File: src/cpu_status_pkg.sv
package cpu_status_pkg;

    // ------------------------------------------------------------------
    // bus geometry
    // ------------------------------------------------------------------
    localparam int BUS_W  = 32;
    localparam int ADR_W  = 4;
    localparam int SEL_W  = BUS_W / 8;
    localparam int WORD_W = 16;

    // byte addresses of the three registers
    localparam logic [ADR_W-1:0] OFS_STATUS    = 4'h0;
    localparam logic [ADR_W-1:0] OFS_CORE_CTRL = 4'h4;
    localparam logic [ADR_W-1:0] OFS_INT_CTRL1 = 4'h8;

    // ------------------------------------------------------------------
    // status word layout
    // ------------------------------------------------------------------
    localparam int BIT_CARRY = 0;
    localparam int BIT_ZERO  = 1;
    localparam int BIT_OVF   = 2;
    localparam int BIT_NEG   = 3;
    localparam int BIT_LOOP  = 4;
    localparam int PRI_LSB   = 5;
    localparam int PRI_MSB   = 7;
    localparam int BIT_SAB   = 10;
    localparam int BIT_SB    = 12;
    localparam int BIT_SA    = 13;

    // core control and interrupt control one layout
    localparam int BIT_PRI_HIGH = 3;
    localparam int BIT_NEST_DIS = 15;

    // priority field
    localparam int                 PRI_W        = PRI_MSB - PRI_LSB + 1;
    localparam logic [PRI_W-1:0]   PRI_MASK_ALL = 3'h7;
    localparam logic [PRI_W-1:0]   PRI_RST      = 3'h0;
    localparam logic [PRI_W:0]     EFF_HIGH_MIN = 4'h8;

    // byte lanes that carry the low and high status byte
    localparam int LANE_LO = 0;
    localparam int LANE_HI = 1;

    // reset values of the stored bits
    localparam logic FLAG_RST    = 1'b0;
    localparam logic CTRL_BIT_RST = 1'b0;

endpackage

File: src/cpu_flag_eval.sv
`timescale 1ns/1ps
// ----------------------------------------------------------------------
// flag evaluation of one alu result
// ----------------------------------------------------------------------
module cpu_flag_eval #(
    parameter int WIDTH = 16
) (
    input  wire logic [WIDTH-1:0] op_a,
    input  wire logic [WIDTH-1:0] op_b,
    input  wire logic [WIDTH-1:0] result,
    input  wire logic             carry_out,
    input  wire logic             is_sub,
    output logic                  negative,
    output logic                  overflow,
    output logic                  zero,
    output logic                  carry
);

    // refused at elaboration: a one-bit result has no separate sign bit
    if (WIDTH < 2) begin
        $error("cpu_flag_eval needs at least two result bits");
    end

    logic sign_a;
    logic sign_b;
    logic sign_r;

    // sign bits of both operands and the result
    assign sign_a = op_a[WIDTH-1];
    assign sign_b = op_b[WIDTH-1];
    assign sign_r = result[WIDTH-1];

    // result sign decides the negative flag
    assign negative = sign_r;

    // subtract flips the second operand's sign before the same test
    assign overflow = ((sign_a == (sign_b ^ is_sub)) && (sign_r != sign_a));

    assign zero  = (result == '0);
    assign carry = carry_out;

endmodule

File: src/cpu_status_flags.sv
// The implementer's own choices: the Wishbone register port and the register addresses.
`timescale 1ns/1ps
module cpu_status_flags
    import cpu_status_pkg::*;
#(
    parameter int ALU_W = 16
) (
    input  wire logic             sys_clk,
    input  wire logic             sys_rst,
    input  wire logic             wb_cyc_i,
    input  wire logic             wb_stb_i,
    input  wire logic             wb_we_i,
    input  wire logic [ADR_W-1:0] wb_adr_i,
    input  wire logic [SEL_W-1:0] wb_sel_i,
    input  wire logic [BUS_W-1:0] wb_dat_i,
    output logic      [BUS_W-1:0] wb_dat_o,
    output logic                  wb_ack_o,
    input  wire logic             alu_valid,
    input  wire logic [ALU_W-1:0] alu_op_a,
    input  wire logic [ALU_W-1:0] alu_op_b,
    input  wire logic [ALU_W-1:0] alu_result,
    input  wire logic             alu_carry_out,
    input  wire logic             alu_is_sub,
    input  wire logic             alu_upd_neg,
    input  wire logic             alu_upd_ovf,
    input  wire logic             alu_upd_zero,
    input  wire logic             alu_upd_carry,
    input  wire logic             alu_zero_sticky,
    input  wire logic             loop_running,
    input  wire logic             pri_load,
    input  wire logic [PRI_W-1:0] pri_value,
    input  wire logic             sat_a_set,
    input  wire logic             sat_b_set,
    output logic      [WORD_W-1:0] cpu_status_word,
    output logic      [PRI_W:0]   effective_priority,
    output logic                  user_irq_blocked
);

    // refused at elaboration, the flag logic needs a sign bit
    if (ALU_W < 2) begin
        $error("cpu_status_flags needs an alu of two bits or more");
    end

    // ------------------------------------------------------------------
    // stored state
    // ------------------------------------------------------------------
    logic             flag_carry;
    logic             flag_zero;
    logic             signed_overflow_flag;
    logic             flag_neg;
    logic             loop_active_flag;
    logic [PRI_W-1:0] priority_level_field;
    logic             accum_a_saturated;
    logic             accum_b_saturated;
    logic             priority_high_bit;
    logic             nesting_disable_bit;
    logic             ev_neg;
    logic             ev_ovf;
    logic             ev_zero;
    logic             ev_carry;
    logic             bus_req;
    logic             commit;
    logic             wr_status_lo;
    logic             wr_status_hi;
    logic             wr_core_ctrl;
    logic             wr_int_ctrl1;
    logic             combined_saturation_bit;
    logic             sab_clear;

    // ------------------------------------------------------------------
    // address decode
    // ------------------------------------------------------------------
    // one compare shared by the write strobes and the read mux
    function automatic logic addr_hit(input logic [ADR_W-1:0] adr,
                                      input logic [ADR_W-1:0] ofs);
        addr_hit = (adr == ofs);
    endfunction

    // ------------------------------------------------------------------
    // alu flag evaluation
    // ------------------------------------------------------------------
    cpu_flag_eval #(
        .WIDTH     (ALU_W)
    ) u_flag_eval (
        .op_a      (alu_op_a),
        .op_b      (alu_op_b),
        .result    (alu_result),
        .carry_out (alu_carry_out),
        .is_sub    (alu_is_sub),
        .negative  (ev_neg),
        .overflow  (ev_ovf),
        .zero      (ev_zero),
        .carry     (ev_carry)
    );

    // ------------------------------------------------------------------
    // wishbone slave
    // ------------------------------------------------------------------
    // a write lands on the edge where the master sees ack, never earlier
    assign bus_req = wb_cyc_i && wb_stb_i && !wb_ack_o;
    assign commit  = wb_cyc_i && wb_stb_i && wb_we_i && wb_ack_o;

    // write strobes per register and byte lane
    assign wr_status_lo = commit && addr_hit(wb_adr_i, OFS_STATUS)
                          && wb_sel_i[LANE_LO];
    assign wr_status_hi = commit && addr_hit(wb_adr_i, OFS_STATUS)
                          && wb_sel_i[LANE_HI];
    assign wr_core_ctrl = commit && addr_hit(wb_adr_i, OFS_CORE_CTRL)
                          && wb_sel_i[LANE_LO];
    assign wr_int_ctrl1 = commit && addr_hit(wb_adr_i, OFS_INT_CTRL1)
                          && wb_sel_i[LANE_HI];

    // ack one cycle after the request, dropped the cycle after
    always_ff @(posedge sys_clk) begin
        if (sys_rst) begin
            wb_ack_o <= 1'b0;
        end else begin
            wb_ack_o <= bus_req;
        end
    end

    // read data captured with the ack; unmapped addresses read zero
    always_ff @(posedge sys_clk) begin
        if (sys_rst) begin
            wb_dat_o <= '0;
        end else if (bus_req) begin
            wb_dat_o <= '0;
            if (addr_hit(wb_adr_i, OFS_STATUS)) begin
                wb_dat_o[WORD_W-1:0] <= cpu_status_word;
            end else if (addr_hit(wb_adr_i, OFS_CORE_CTRL)) begin
                wb_dat_o[BIT_PRI_HIGH] <= priority_high_bit;
            end else if (addr_hit(wb_adr_i, OFS_INT_CTRL1)) begin
                wb_dat_o[BIT_NEST_DIS] <= nesting_disable_bit;
            end
        end
    end

    // ------------------------------------------------------------------
    // control registers
    // ------------------------------------------------------------------
    always_ff @(posedge sys_clk) begin
        if (sys_rst) begin
            priority_high_bit <= CTRL_BIT_RST;
        end else if (wr_core_ctrl) begin
            priority_high_bit <= wb_dat_i[BIT_PRI_HIGH];
        end
    end
    always_ff @(posedge sys_clk) begin
        if (sys_rst) begin
            nesting_disable_bit <= CTRL_BIT_RST;
        end else if (wr_int_ctrl1) begin
            nesting_disable_bit <= wb_dat_i[BIT_NEST_DIS];
        end
    end

    // ------------------------------------------------------------------
    // alu flags
    // ------------------------------------------------------------------
    // hardware updates win over a software write in the same cycle
    always_ff @(posedge sys_clk) begin
        if (sys_rst) begin
            flag_carry <= FLAG_RST;
        end else if (alu_valid && alu_upd_carry) begin
            flag_carry <= ev_carry;
        end else if (wr_status_lo) begin
            flag_carry <= wb_dat_i[BIT_CARRY];
        end
    end
    // sticky mode lets a zero result leave the bit as it was
    always_ff @(posedge sys_clk) begin
        if (sys_rst) begin
            flag_zero <= FLAG_RST;
        end else if (alu_valid && alu_upd_zero) begin
            if (!ev_zero) begin
                flag_zero <= 1'b0;
            end else if (!alu_zero_sticky) begin
                flag_zero <= 1'b1;
            end
        end else if (wr_status_lo) begin
            flag_zero <= wb_dat_i[BIT_ZERO];
        end
    end
    always_ff @(posedge sys_clk) begin
        if (sys_rst) begin
            signed_overflow_flag <= FLAG_RST;
        end else if (alu_valid && alu_upd_ovf) begin
            signed_overflow_flag <= ev_ovf;
        end else if (wr_status_lo) begin
            signed_overflow_flag <= wb_dat_i[BIT_OVF];
        end
    end
    // untouched flags simply hold, no default reload
    always_ff @(posedge sys_clk) begin
        if (sys_rst) begin
            flag_neg <= FLAG_RST;
        end else if (alu_valid && alu_upd_neg) begin
            flag_neg <= ev_neg;
        end else if (wr_status_lo) begin
            flag_neg <= wb_dat_i[BIT_NEG];
        end
    end

    // ------------------------------------------------------------------
    // loop activity and priority
    // ------------------------------------------------------------------
    // read-only for software; mirrors the sequencer one cycle later
    always_ff @(posedge sys_clk) begin
        if (sys_rst) begin
            loop_active_flag <= FLAG_RST;
        end else begin
            loop_active_flag <= loop_running;
        end
    end
    // interrupt logic always gets its level in, software only if allowed
    always_ff @(posedge sys_clk) begin
        if (sys_rst) begin
            priority_level_field <= PRI_RST;
        end else if (pri_load) begin
            priority_level_field <= pri_value;
        end else if (wr_status_lo && !nesting_disable_bit) begin
            priority_level_field <= wb_dat_i[PRI_MSB:PRI_LSB];
        end
    end
    // effective level and user interrupt gate
    assign effective_priority = {priority_high_bit,
                                 priority_level_field};
    assign user_irq_blocked   = priority_high_bit ||
                                (priority_level_field == PRI_MASK_ALL);

    // ------------------------------------------------------------------
    // saturation bits
    // ------------------------------------------------------------------
    // clearing sab means writing zero to it while it reads one, so a
    // plain read-back of the word never wipes a fresh saturation
    assign combined_saturation_bit = accum_a_saturated || accum_b_saturated;
    assign sab_clear = wr_status_hi && combined_saturation_bit
                       && !wb_dat_i[BIT_SAB];
    always_ff @(posedge sys_clk) begin
        if (sys_rst) begin
            accum_a_saturated <= FLAG_RST;
        end else if (sat_a_set) begin
            accum_a_saturated <= 1'b1;
        end else if (sab_clear) begin
            accum_a_saturated <= 1'b0;
        end else if (wr_status_hi) begin
            accum_a_saturated <= wb_dat_i[BIT_SA];
        end
    end
    always_ff @(posedge sys_clk) begin
        if (sys_rst) begin
            accum_b_saturated <= FLAG_RST;
        end else if (sat_b_set) begin
            accum_b_saturated <= 1'b1;
        end else if (sab_clear) begin
            accum_b_saturated <= 1'b0;
        end else if (wr_status_hi) begin
            accum_b_saturated <= wb_dat_i[BIT_SB];
        end
    end

    // ------------------------------------------------------------------
    // status word assembly
    // ------------------------------------------------------------------
    always_comb begin
        cpu_status_word                  = '0;
        cpu_status_word[BIT_CARRY]       = flag_carry;
        cpu_status_word[BIT_ZERO]        = flag_zero;
        cpu_status_word[BIT_OVF]         = signed_overflow_flag;
        cpu_status_word[BIT_NEG]         = flag_neg;
        cpu_status_word[BIT_LOOP]        = loop_active_flag;
        cpu_status_word[PRI_MSB:PRI_LSB] = priority_level_field;
        cpu_status_word[BIT_SAB]         = combined_saturation_bit;
        cpu_status_word[BIT_SB]          = accum_b_saturated;
        cpu_status_word[BIT_SA]          = accum_a_saturated;
    end
endmodule

File: config.mk
export PLATFORM = sky130hd
export DESIGN_NAME = cpu_status_flags
export DESIGN_NICKNAME = d
export VERILOG_FILES = /design/src/cpu_status_pkg.sv /design/src/cpu_flag_eval.sv /design/src/cpu_status_flags.sv
export SDC_FILE = /design/constraint.sdc
export NUM_CORES = 1
export LEC_CHECK = 0
export BUFFER_PORTS_ARGS = -buffer_cell sky130_fd_sc_hd__buf_4
export CORE_UTILIZATION = 25
export DETAILED_ROUTE_END_ITERATION = 10
export PLACE_DENSITY = 0.65
export SYNTH_ARGS = -nofsm -noshare
export SYNTH_HDL_FRONTEND = slang
export SYNTH_SLANG_ARGS = --single-unit
File: constraint.sdc
create_clock -name sys_clk -period 1.5 [get_ports sys_clk]
set_input_delay 0.15 -clock sys_clk [delete_from_list [all_inputs] [get_ports sys_clk]]
set_output_delay 0.15 -clock sys_clk [all_outputs]
set_load 0.03 [all_outputs]
==> qor.txt, run 1 <==
CP required = 1.65 ns
outcome = completed
fin crit share = 90.8%
hold path start = loop_running
Syn Area/Cell = 8.89 µm²
Crit Path Max Fanout = 6
vias in the first global route = 1200
Tightest Hold Check Type = in -> reg
die area = 6030 µm²
ANT nets after route = 0
type of the worst setup path = reg -> reg
ys flop type = dfxtp_1
Post-CTS Setup Repair Bufs = 0
max_slew headroom = 67.2%
antenna violations before repair = 0
antenna cells = 0
R2R Path End = flag_carry
CP Launch Type = flip-flop
power per cell area = 742 nW/µm²
nets = 343
hold depth = 2
Tmin final = 1.36 ns
WP data arrival = 1.51 ns
worst slack at placement = 0.0270 ns
initial core utilization = 26.0%
R2R cell count = 5
yosys warns = 0
Global Route Usage Sum = 11.7%
Synth Register Bits = 25
sequential-to-total area share from yosys stat = 35.0%
Final Hold Vio Count = 0
Buffers on Ports = 83
VDD IR max = 0.373 mV
Crit. End Element = flip-flop
Layout Skew = 0.00283 ns
Row Count = 27
share of layout cells above drive strength 1 = 44.4%
mapped cell area = 1430 µm²
Post-synth EDFFs = 0
first-pass GRT wire length = 5610 µm
share of flip-flops with an asynchronous set or reset = 0%
placed cells = 302
Routed WL per cell = 11.5 µm
Sinks on Clock Net = 25
cells after synthesis = 161
Final setup viols = 0
RSZ-0062 raised after global routing = no
CTS tree = yes
CTS Buffer Depth = 2
final slew viol count = 0
TritonRoute pass-1 iters = 4
CTS clk-pin slew, worst paths = 0.09 ns
CTS Buf Count = 3
LEAKAGE = 0.939 nW
RR Startpoint = wb_ack_o
root buffer cell = clkbuf_8
Yosys cell types = 37
area grow syn2layout = 41.3%
pin count of the biggest net entering global routing = 27
worst-skew pair later-pin latency = 0.26 ns
RD Place Congestion = 0.710
DRC viols = 0
Die X-Extent = 77.7 µm
Worst Max-Slew Pin Slew = 0.485 ns
H-tree levels = 1
placed wire-length estimate = 2750 µm
worst setup margin = 0.138 ns
reg2reg setup slack = 0.14 ns
routed wire length = 3520 µm
drt initial violations = 37
total negative setup slack = 0 ns
Final Non-Filler Cells = 306
IO Count = 162
hold_buf cts = 0
Vias = 1297
area of the core = 5510 µm²
Max Cap Viol = 0
number of vias per cell = 4.24
Min-Delay Endpoint = loop_active_flag
FMAX = 0.734 GHz
cts repair resizes = 0
DIE HEIGHT = 77.7 µm
total grt overflow = 0
[critical path, cell delays in order, from the launching register on]
cell and delay, ns:
dfxtp_2 0.35, and4_2 0.28, and3_1 0.21, buf_4 0.15, mux2i_1 0.18, a211oi_1 0.08
[cell usage in the layout, fill, tap and decap left out, types with 3 or more instances in the layout]
master	synthesis	layout
mux2_2	3	3
inv_1	3	3
dfxtp_1	25	24
conb_1	1	25
a31oi_1	4	4
nor2b_1	4	4
a22oi_1	10	10
clkbuf_8	0	3
mux2i_1	8	8
a21oi_1	3	3
buf_4	38	88
nand2_1	10	10
nor2_1	18	18
[report_power, final]
group / switching (W) / internal (W) / leakage (nW)
clock network: 0.000213 / 0.000186 / 0.0255
logic: 0.000234 / 0.000165 / 0.709
registers: 0.0000196 / 0.000685 / 0.204
total: 0.000467 / 0.00104 / 0.939
[state kept, by name, summed over array words and instances, names as in the netlist]
register              flops
accum_a_saturated         1
signed_overflow_flag      1
flag_carry                1
wb_ack_o                  1
wb_dat_o                 12
accum_b_saturated         1
priority_high_bit         1
flag_zero                 1
priority_level_field      3
loop_active_flag          1
nesting_disable_bit       1
flag_neg                  1
[synthesized netlist by cell type (2+ instances only)]
cell	n	area share, %
buf_4	38	20
dfxtp_1	25	35
nor2_1	18	4.7
a22oi_1	10	5.2
nand2_1	10	2.6
mux2i_1	8	5.6
a31oi_1	4	1.7
clkbuf_1	4	1.0
nor2b_1	4	1.7
a21oi_1	3	1.0
inv_1	3	0.79
mux2_2	3	2.4
a211oi_1	2	1.0
a221oi_1	2	1.2
nand3_1	2	0.70
nor3_1	2	0.70
nor4_1	2	0.87
nor4b_1	2	1.2
[worst max path at each step]
| stage | depth (start not counted) | slack (ns) | endpoint | from |
|---|---|---|---|---|
| 3_5_place_dp | 5 | 0.03 | flag_zero | alu_result[3] |
| 6_report | 5 | 0.14 | flag_carry | wb_ack_o |
| 3_3_place_gp | 4 | 0.04 | priority_level_field[2] | wb_ack_o |
| 2_1_floorplan | 5 | 0.12 | flag_neg | wb_ack_o |
| 4_1_cts | 4 | 0.03 | priority_level_field[2] | wb_ack_o |
| 5_1_grt | 5 | 0.01 | signed_overflow_flag | wb_ack_o |
[metrics by stage]
step | utilization, % | total power, W | hold WS, ns | instance area (µm²)
CTS | 36.6 | 0.00154 | 0.0888 | 2010
global route | 36.7 | 0.00159 | 0.103 | 2020
floorplan | - | 0.00101 | 0.278 | 1520
detailed placement | 35.7 | 0.00112 | 0.379 | 1970
global placement | 35.7 | 0.00112 | 0.381 | 1970
finish | 36.7 | 0.00150 | 0.0943 | 2020
[layer usage]
metal,wire length [µm],up-vias,GRT usage (%)
met5,0,-,0
met3,310,2,3.65
met2,1650,64,20.4
li1,-,650,-
met1,1540,581,14.4
met4,14,0,1.13
[logic make-up after synthesis]
logic type | count (synthesis) | synth area share [%]
compound gates | 27 | 15.2
mux | 11 | 7.95
xor+xnor | 1 | 0.612
other cells | 1 | 0.262
flops | 25 | 35.0
buf+inv | 46 | 22.1
simple gates | 50 | 18.9
[final cells by class]
class / count / area (µm²)
clock buffer: 3 / 41.3
fill: 568 / 3480
tap: 72 / 90.1
timing repair buffer: 88 / 661
multi-input combinational: 114 / 713
sequential: 25 / 502
inverter: 3 / 11.3
clock inverter: 1 / 5.00
Note: power is estimated with default switching activity, not from simulation.
==> inputs of run 2 (changes only) <==
Settings changed: BUFFER_PORTS_ARGS -buffer_cell sky130_fd_sc_hd__buf_4 to -buffer_cell sky130_fd_sc_hd__buf_2, CORE_UTILIZATION 25 to 34, PLACE_DENSITY 0.65 to 0.84.
==> run 2 against run 1 <==
  * Sequential share of layout area is 3.0 points higher
  * Utilization is 8.0 points higher
  * Largest power group unchanged
  * Combinational power is 13% lower
==> qor.txt, run 2 (synthesis results as in run 1) <==
FMAX = 0.719 GHz
Routed WL per cell = 11.5 µm
Crit. End Element = flip-flop
area grow syn2layout = 25.9%
H-tree levels = 1
Power Total = 0.00145 W
nets = 345
routed wire length = 3290 µm
antenna cells = 0
worst path bufs/invs = 1
pin count of the biggest net entering global routing = 27
RSZ-0062 raised after global routing = no
Die X-Extent = 66.9 µm
max FFs per register = 12
cell count along the critical path = 5
crit-path max cell delay = 0.34 ns
final slew viol count = 0
CP Launch Type = flip-flop
fin crit share = 92.7%
CTS Buf Count = 3
die area = 4470 µm²
most common cell after layout, fill and taps aside = buf_2
Global Route Usage Sum = 14.6%
WP data arrival = 1.53 ns
CTS Buffer Depth = 2
placed cells = 282
Top Registers = wb_dat_o (12), priority_level_field (3)
CTS clk-pin slew, worst paths = 0.09 ns
Final Non-Filler Cells = 286
Final Hold Vio Count = 0
ANT nets after route = 0
DIE HEIGHT = 66.9 µm
number of vias per cell = 4.70
Cell Area, Placed = 1750 µm²
area of the core = 4030 µm²
Buffers on Ports = 83
first-pass GRT wire length = 4790 µm
VDD IR max = 0.431 mV
Row Count = 23
initial core utilization = 35.5%
most flop-heavy register = wb_dat_o
RD Place Congestion = 0.748
Final setup viols = 0
hold depth = 2
drt initial violations = 36
Layout Skew = 0.00425 ns
final instance area = 1800 µm²
hold path start = loop_running
Max Cap Viol = 0
DRC viols = 0
CP required = 1.64 ns
worst-skew pair later-pin latency = 0.26 ns
Crit Path Max Fanout = 6
hold_ws = 0.0935 ns
commonest cells after routing, fill and taps aside = buf_2 (83), conb_1 (25), dfxtp_1 (24), nor2_1 (18)
CTS tree = yes
share of layout cells above drive strength 1 = 44.5%
R2R cell count = 5
LEAKAGE = 0.897 nW
hold_buf cts = 0
power per cell area = 803 nW/µm²
total grt overflow = 0
antenna violations before repair = 0
Tmin final = 1.39 ns
type of the worst setup path = reg -> reg
slowest CP cell = dfxtp_2
RR Startpoint = wb_ack_o
outcome = completed
vias in the first global route = 1076
critical-path cell list = and4_2 -> and3_1 -> buf_4 -> mux2i_1 -> a211oi_1
CP top delay family = simple AND/OR/NAND/NOR gates
cts repair resizes = 0
placed wire-length estimate = 2630 µm
IO Count = 162
total negative setup slack = 0 ns
crit path launch = wb_ack_o
TritonRoute pass-1 iters = 4
Sinks on Clock Net = 25
Tightest Hold Check Type = in -> reg
root buffer cell = clkbuf_8
Vias = 1344
Post-CTS Setup Repair Bufs = 0
==> run 2: changes by cell type in the layout (fill, tap and decap cells not counted) <==
| cell | before | now |
|---|---|---|
| buf_2 | 0 | 83 |
| buf_4 | 88 | 7 |
| clkbuf_1 | 0 | 1 |
| clkinv_2 | 1 | 0 |
==> run 2: final timing paths <==
kind | endpoint | slack [ns]
min reg2reg | wb_dat_o[10] | 0.47
max reg2reg | flag_carry | 0.11
min | loop_active_flag | 0.09
max | flag_carry | 0.11
==> run 2: through the flow <==
| step | setup slack (ns) | util [%] |
|---|---|---|
| 2_1_floorplan | 0.117 | - |
| 3_3_place_gp | 0.0408 | 43.4 |
| 3_5_place_dp | 0.0444 | 43.4 |
| 4_1_cts | 0.0333 | 44.5 |
| 5_1_grt | 0.00709 | 44.7 |
| 6_report | 0.110 | 44.7 |
==> run 2: worst register-to-register path, delay by kind of cell (launching register included) <==
family / cells / cell delay [ns]
AOI/OAI and AO/OA: 1 / 0.08
buffers and inverters: 1 / 0.16
DFF: 1 / 0.34
muxes: 1 / 0.19
and+or+nand+nor: 2 / 0.50
==> run 2: power breakdown <==
group / total, W / internal, W / switching, W
Combinational: 0.000347 / 0.000113 / 0.000234
Sequential: 0.000703 / 0.000685 / 0.0000182
Clock: 0.000397 / 0.000190 / 0.000207
Total: 0.00145 / 0.000988 / 0.000460
==> run 2: routing by layer <==
metal / global-route usage [%] / up-vias / share of wire, %
met5: 0 / - / 0
met4: 3.72 / 0 / 0.52
met3: 4.28 / 2 / 8.6
met2: 26.9 / 79 / 50
met1: 16.2 / 611 / 41
li1: - / 652 / -
==> run 2: final cells by class <==
type / count / area [µm²]
Clock buffer: 4 / 45.0
Inverter: 3 / 11.3
Multi-Input combinational cell: 114 / 713
Timing Repair Buffer: 90 / 468
Tap cell: 50 / 62.6
Fill cell: 413 / 2230
Sequential cell: 25 / 502
==> inputs of run 3 (changes only) <==
Settings changed: ABC_AREA set to 1, CORE_UTILIZATION 34 to 35, PLACE_DENSITY 0.84 to 0.83.
==> run 3 against run 2 <==
  * Power up 0.79%
  * Die area up 5.2%
  * Via count rose by 11%
  * Largest power group unchanged
  * Highest routed layer unchanged
==> qor.txt, run 3 <==
outcome = completed
WP data arrival = 1.43 ns
CP required = 1.66 ns
yosys warns = 0
Max Cap Viol = 0
Tightest Hold Check Type = in -> reg
Post-synth EDFFs = 0
Layout Skew = 0.00586 ns
die area = 4710 µm²
CTS tree = yes
hold_ws = 0.0943 ns
CP Launch Type = flip-flop
Die X-Extent = 68.6 µm
Tmin final = 1.27 ns
ANT nets after route = 0
crit-path most repeated cell = nand2_2
cells after synthesis = 216
RD Place Congestion = 0.757
slowest CP cell = dfxtp_1
total grt overflow = 0
vias in the first global route = 1252
LEAKAGE = 1.04 nW
ys flop type = dfxtp_1
simple-gate area share of the yosys netlist = 31.8%
Row Count = 23
Syn Area/Cell = 7.19 µm²
commonest cells after routing, fill and taps aside = buf_2 (83), nand2_1 (39), nor2_1 (31), conb_1 (25), dfxtp_1 (25)
routed wire length = 3430 µm
total negative setup slack = 0 ns
post-synth top area share = 32.2%
Synth Register Bits = 25
most flop-heavy register = wb_dat_o
final core occ = 45.6%
cts repair resizes = 0
proportion of synthesized area in mux cells = 1.93%
antenna violations before repair = 0
Final Hold Vio Count = 0
type of the worst setup path = reg -> reg
critical-path cell list = nand2_2 -> nor2_4 -> nand2_2 -> nor2_4 -> nand2_2 -> nand2_4 -> nand2_1 -> nand2_1 -> nor2_2
Yosys cell types = 29
synth cell count leaders = nand2_1 (39), buf_4 (37), nor2_1 (31), dfxtp_1 (25), inv_1 (19)
CTS clk-pin slew, worst paths = 0.09 ns
drt initial violations = 23
mapped cell area = 1550 µm²
largest family of logic cells by synthesized area = simple AND/OR/NAND/NOR gates
post-synthesis adder-cell area fraction = 0%
area of the core = 4120 µm²
placed wire-length estimate = 2820 µm
Vias = 1489
TritonRoute pass-1 iters = 4
most common cell after layout, fill and taps aside = buf_2
root buffer cell = clkbuf_8
Crit. End Element = flip-flop
Post-CTS Setup Repair Bufs = 0
hold_buf cts = 0
Final setup viols = 0
Sinks on Clock Net = 25
Routed WL per cell = 10.2 µm
initial core utilization = 37.7%
Buffers on Ports = 83
H-tree levels = 1
DIE HEIGHT = 68.6 µm
IO Count = 162
final slew viol count = 0
VDD IR max = 0.309 mV
hold path start = loop_running
share of layout cells above drive strength 1 = 35.8%
nets = 397
R2R cell count = 9
DRC viols = 0
RR Startpoint = wb_ack_o
power per cell area = 778 nW/µm²
crit path launch = wb_ack_o
number of vias per cell = 4.41
max FFs per register = 12
area grow syn2layout = 20.8%
pin count of the biggest net entering global routing = 17
post-synth top area cell = dfxtp_1
FMAX = 0.786 GHz
Global Route Usage Sum = 15.0%
count leader, synth = nand2_1
fin crit share = 84.8%
Power Total = 0.00146 W
top cells by area, synth = dfxtp_1 (32%), buf_4 (18%), nand2_1 (9.4%)
XOR/XNOR Fraction of Synth Area = 0.564%
antenna cells = 0
Top Registers = wb_dat_o (12), priority_level_field (3)
CTS Buf Count = 3
Crit Path Max Fanout = 6
sequential-to-total area share from yosys stat = 32.2%
CTS Buffer Depth = 2
reg2reg setup slack = 0.23 ns
Critical Path End = priority_level_field[1]
crit-path max cell delay = 0.38 ns
worst-skew pair later-pin latency = 0.26 ns
share of flip-flops with an asynchronous set or reset = 0%
first-pass GRT wire length = 5240 µm
Synth Area in Compound Gates = 8.94%
RSZ-0062 raised after global routing = no
R2R Path End = priority_level_field[1]
## run 3: stage by stage
step	std cells	cell area [µm²]	worst slack, ns
finish	338	1880	0.227
global route	338	1880	0.0785
CTS	338	1880	0.212
detailed placement	334	1830	0.229
global placement	334	1830	0.237
floorplan	240	1640	0.154
## run 3: worst max-delay path: cells and delay by family, from the launching register on
family | cells | cell delay [ns]
and+or+nand+nor | 9 | 0.79
DFF | 1 | 0.38
## run 3: worst min-delay path by stage
stage                     depth (start not counted)               end
after detailed placement                          3  loop_active_flag
after CTS                                         3  loop_active_flag
final                                             3  loop_active_flag
after global placement                            3  loop_active_flag
after global routing                              3  loop_active_flag
after floorplan                                   2  loop_active_flag
## run 3: kinds of logic (layout without fill, tap and decap cells)
group	after synthesis	after routing
simple gates	103	103
buf+inv	61	109
other cells	1	25
mux	3	3
compound gates	22	22
xor+xnor	1	1
flops	25	25
## run 3: cell type report
type / count / area [µm²]
Multi-Input combinational cell: 154 / 766
Fill cell: 429 / 2240
Tap cell: 50 / 62.6
Sequential cell: 25 / 500
Timing Repair Buffer: 84 / 423
Inverter: 21 / 78.8
Clock buffer: 4 / 45.0
## run 3: power breakdown
part | internal [W] | switching [W]
sequential | 0.000685 | 0.0000183
clock | 0.000189 | 0.000197
combinational | 0.000112 | 0.000257
total | 0.000986 | 0.000473
## run 3: metal layers
metal / share of wire, % / track usage, % / up-vias
met5: 0 / 0 / -
met4: 0.55 / 3.91 / 0
met3: 6.9 / 1.97 / 2
met2: 50 / 28.4 / 75
met1: 43 / 17.3 / 646
li1: - / - / 766
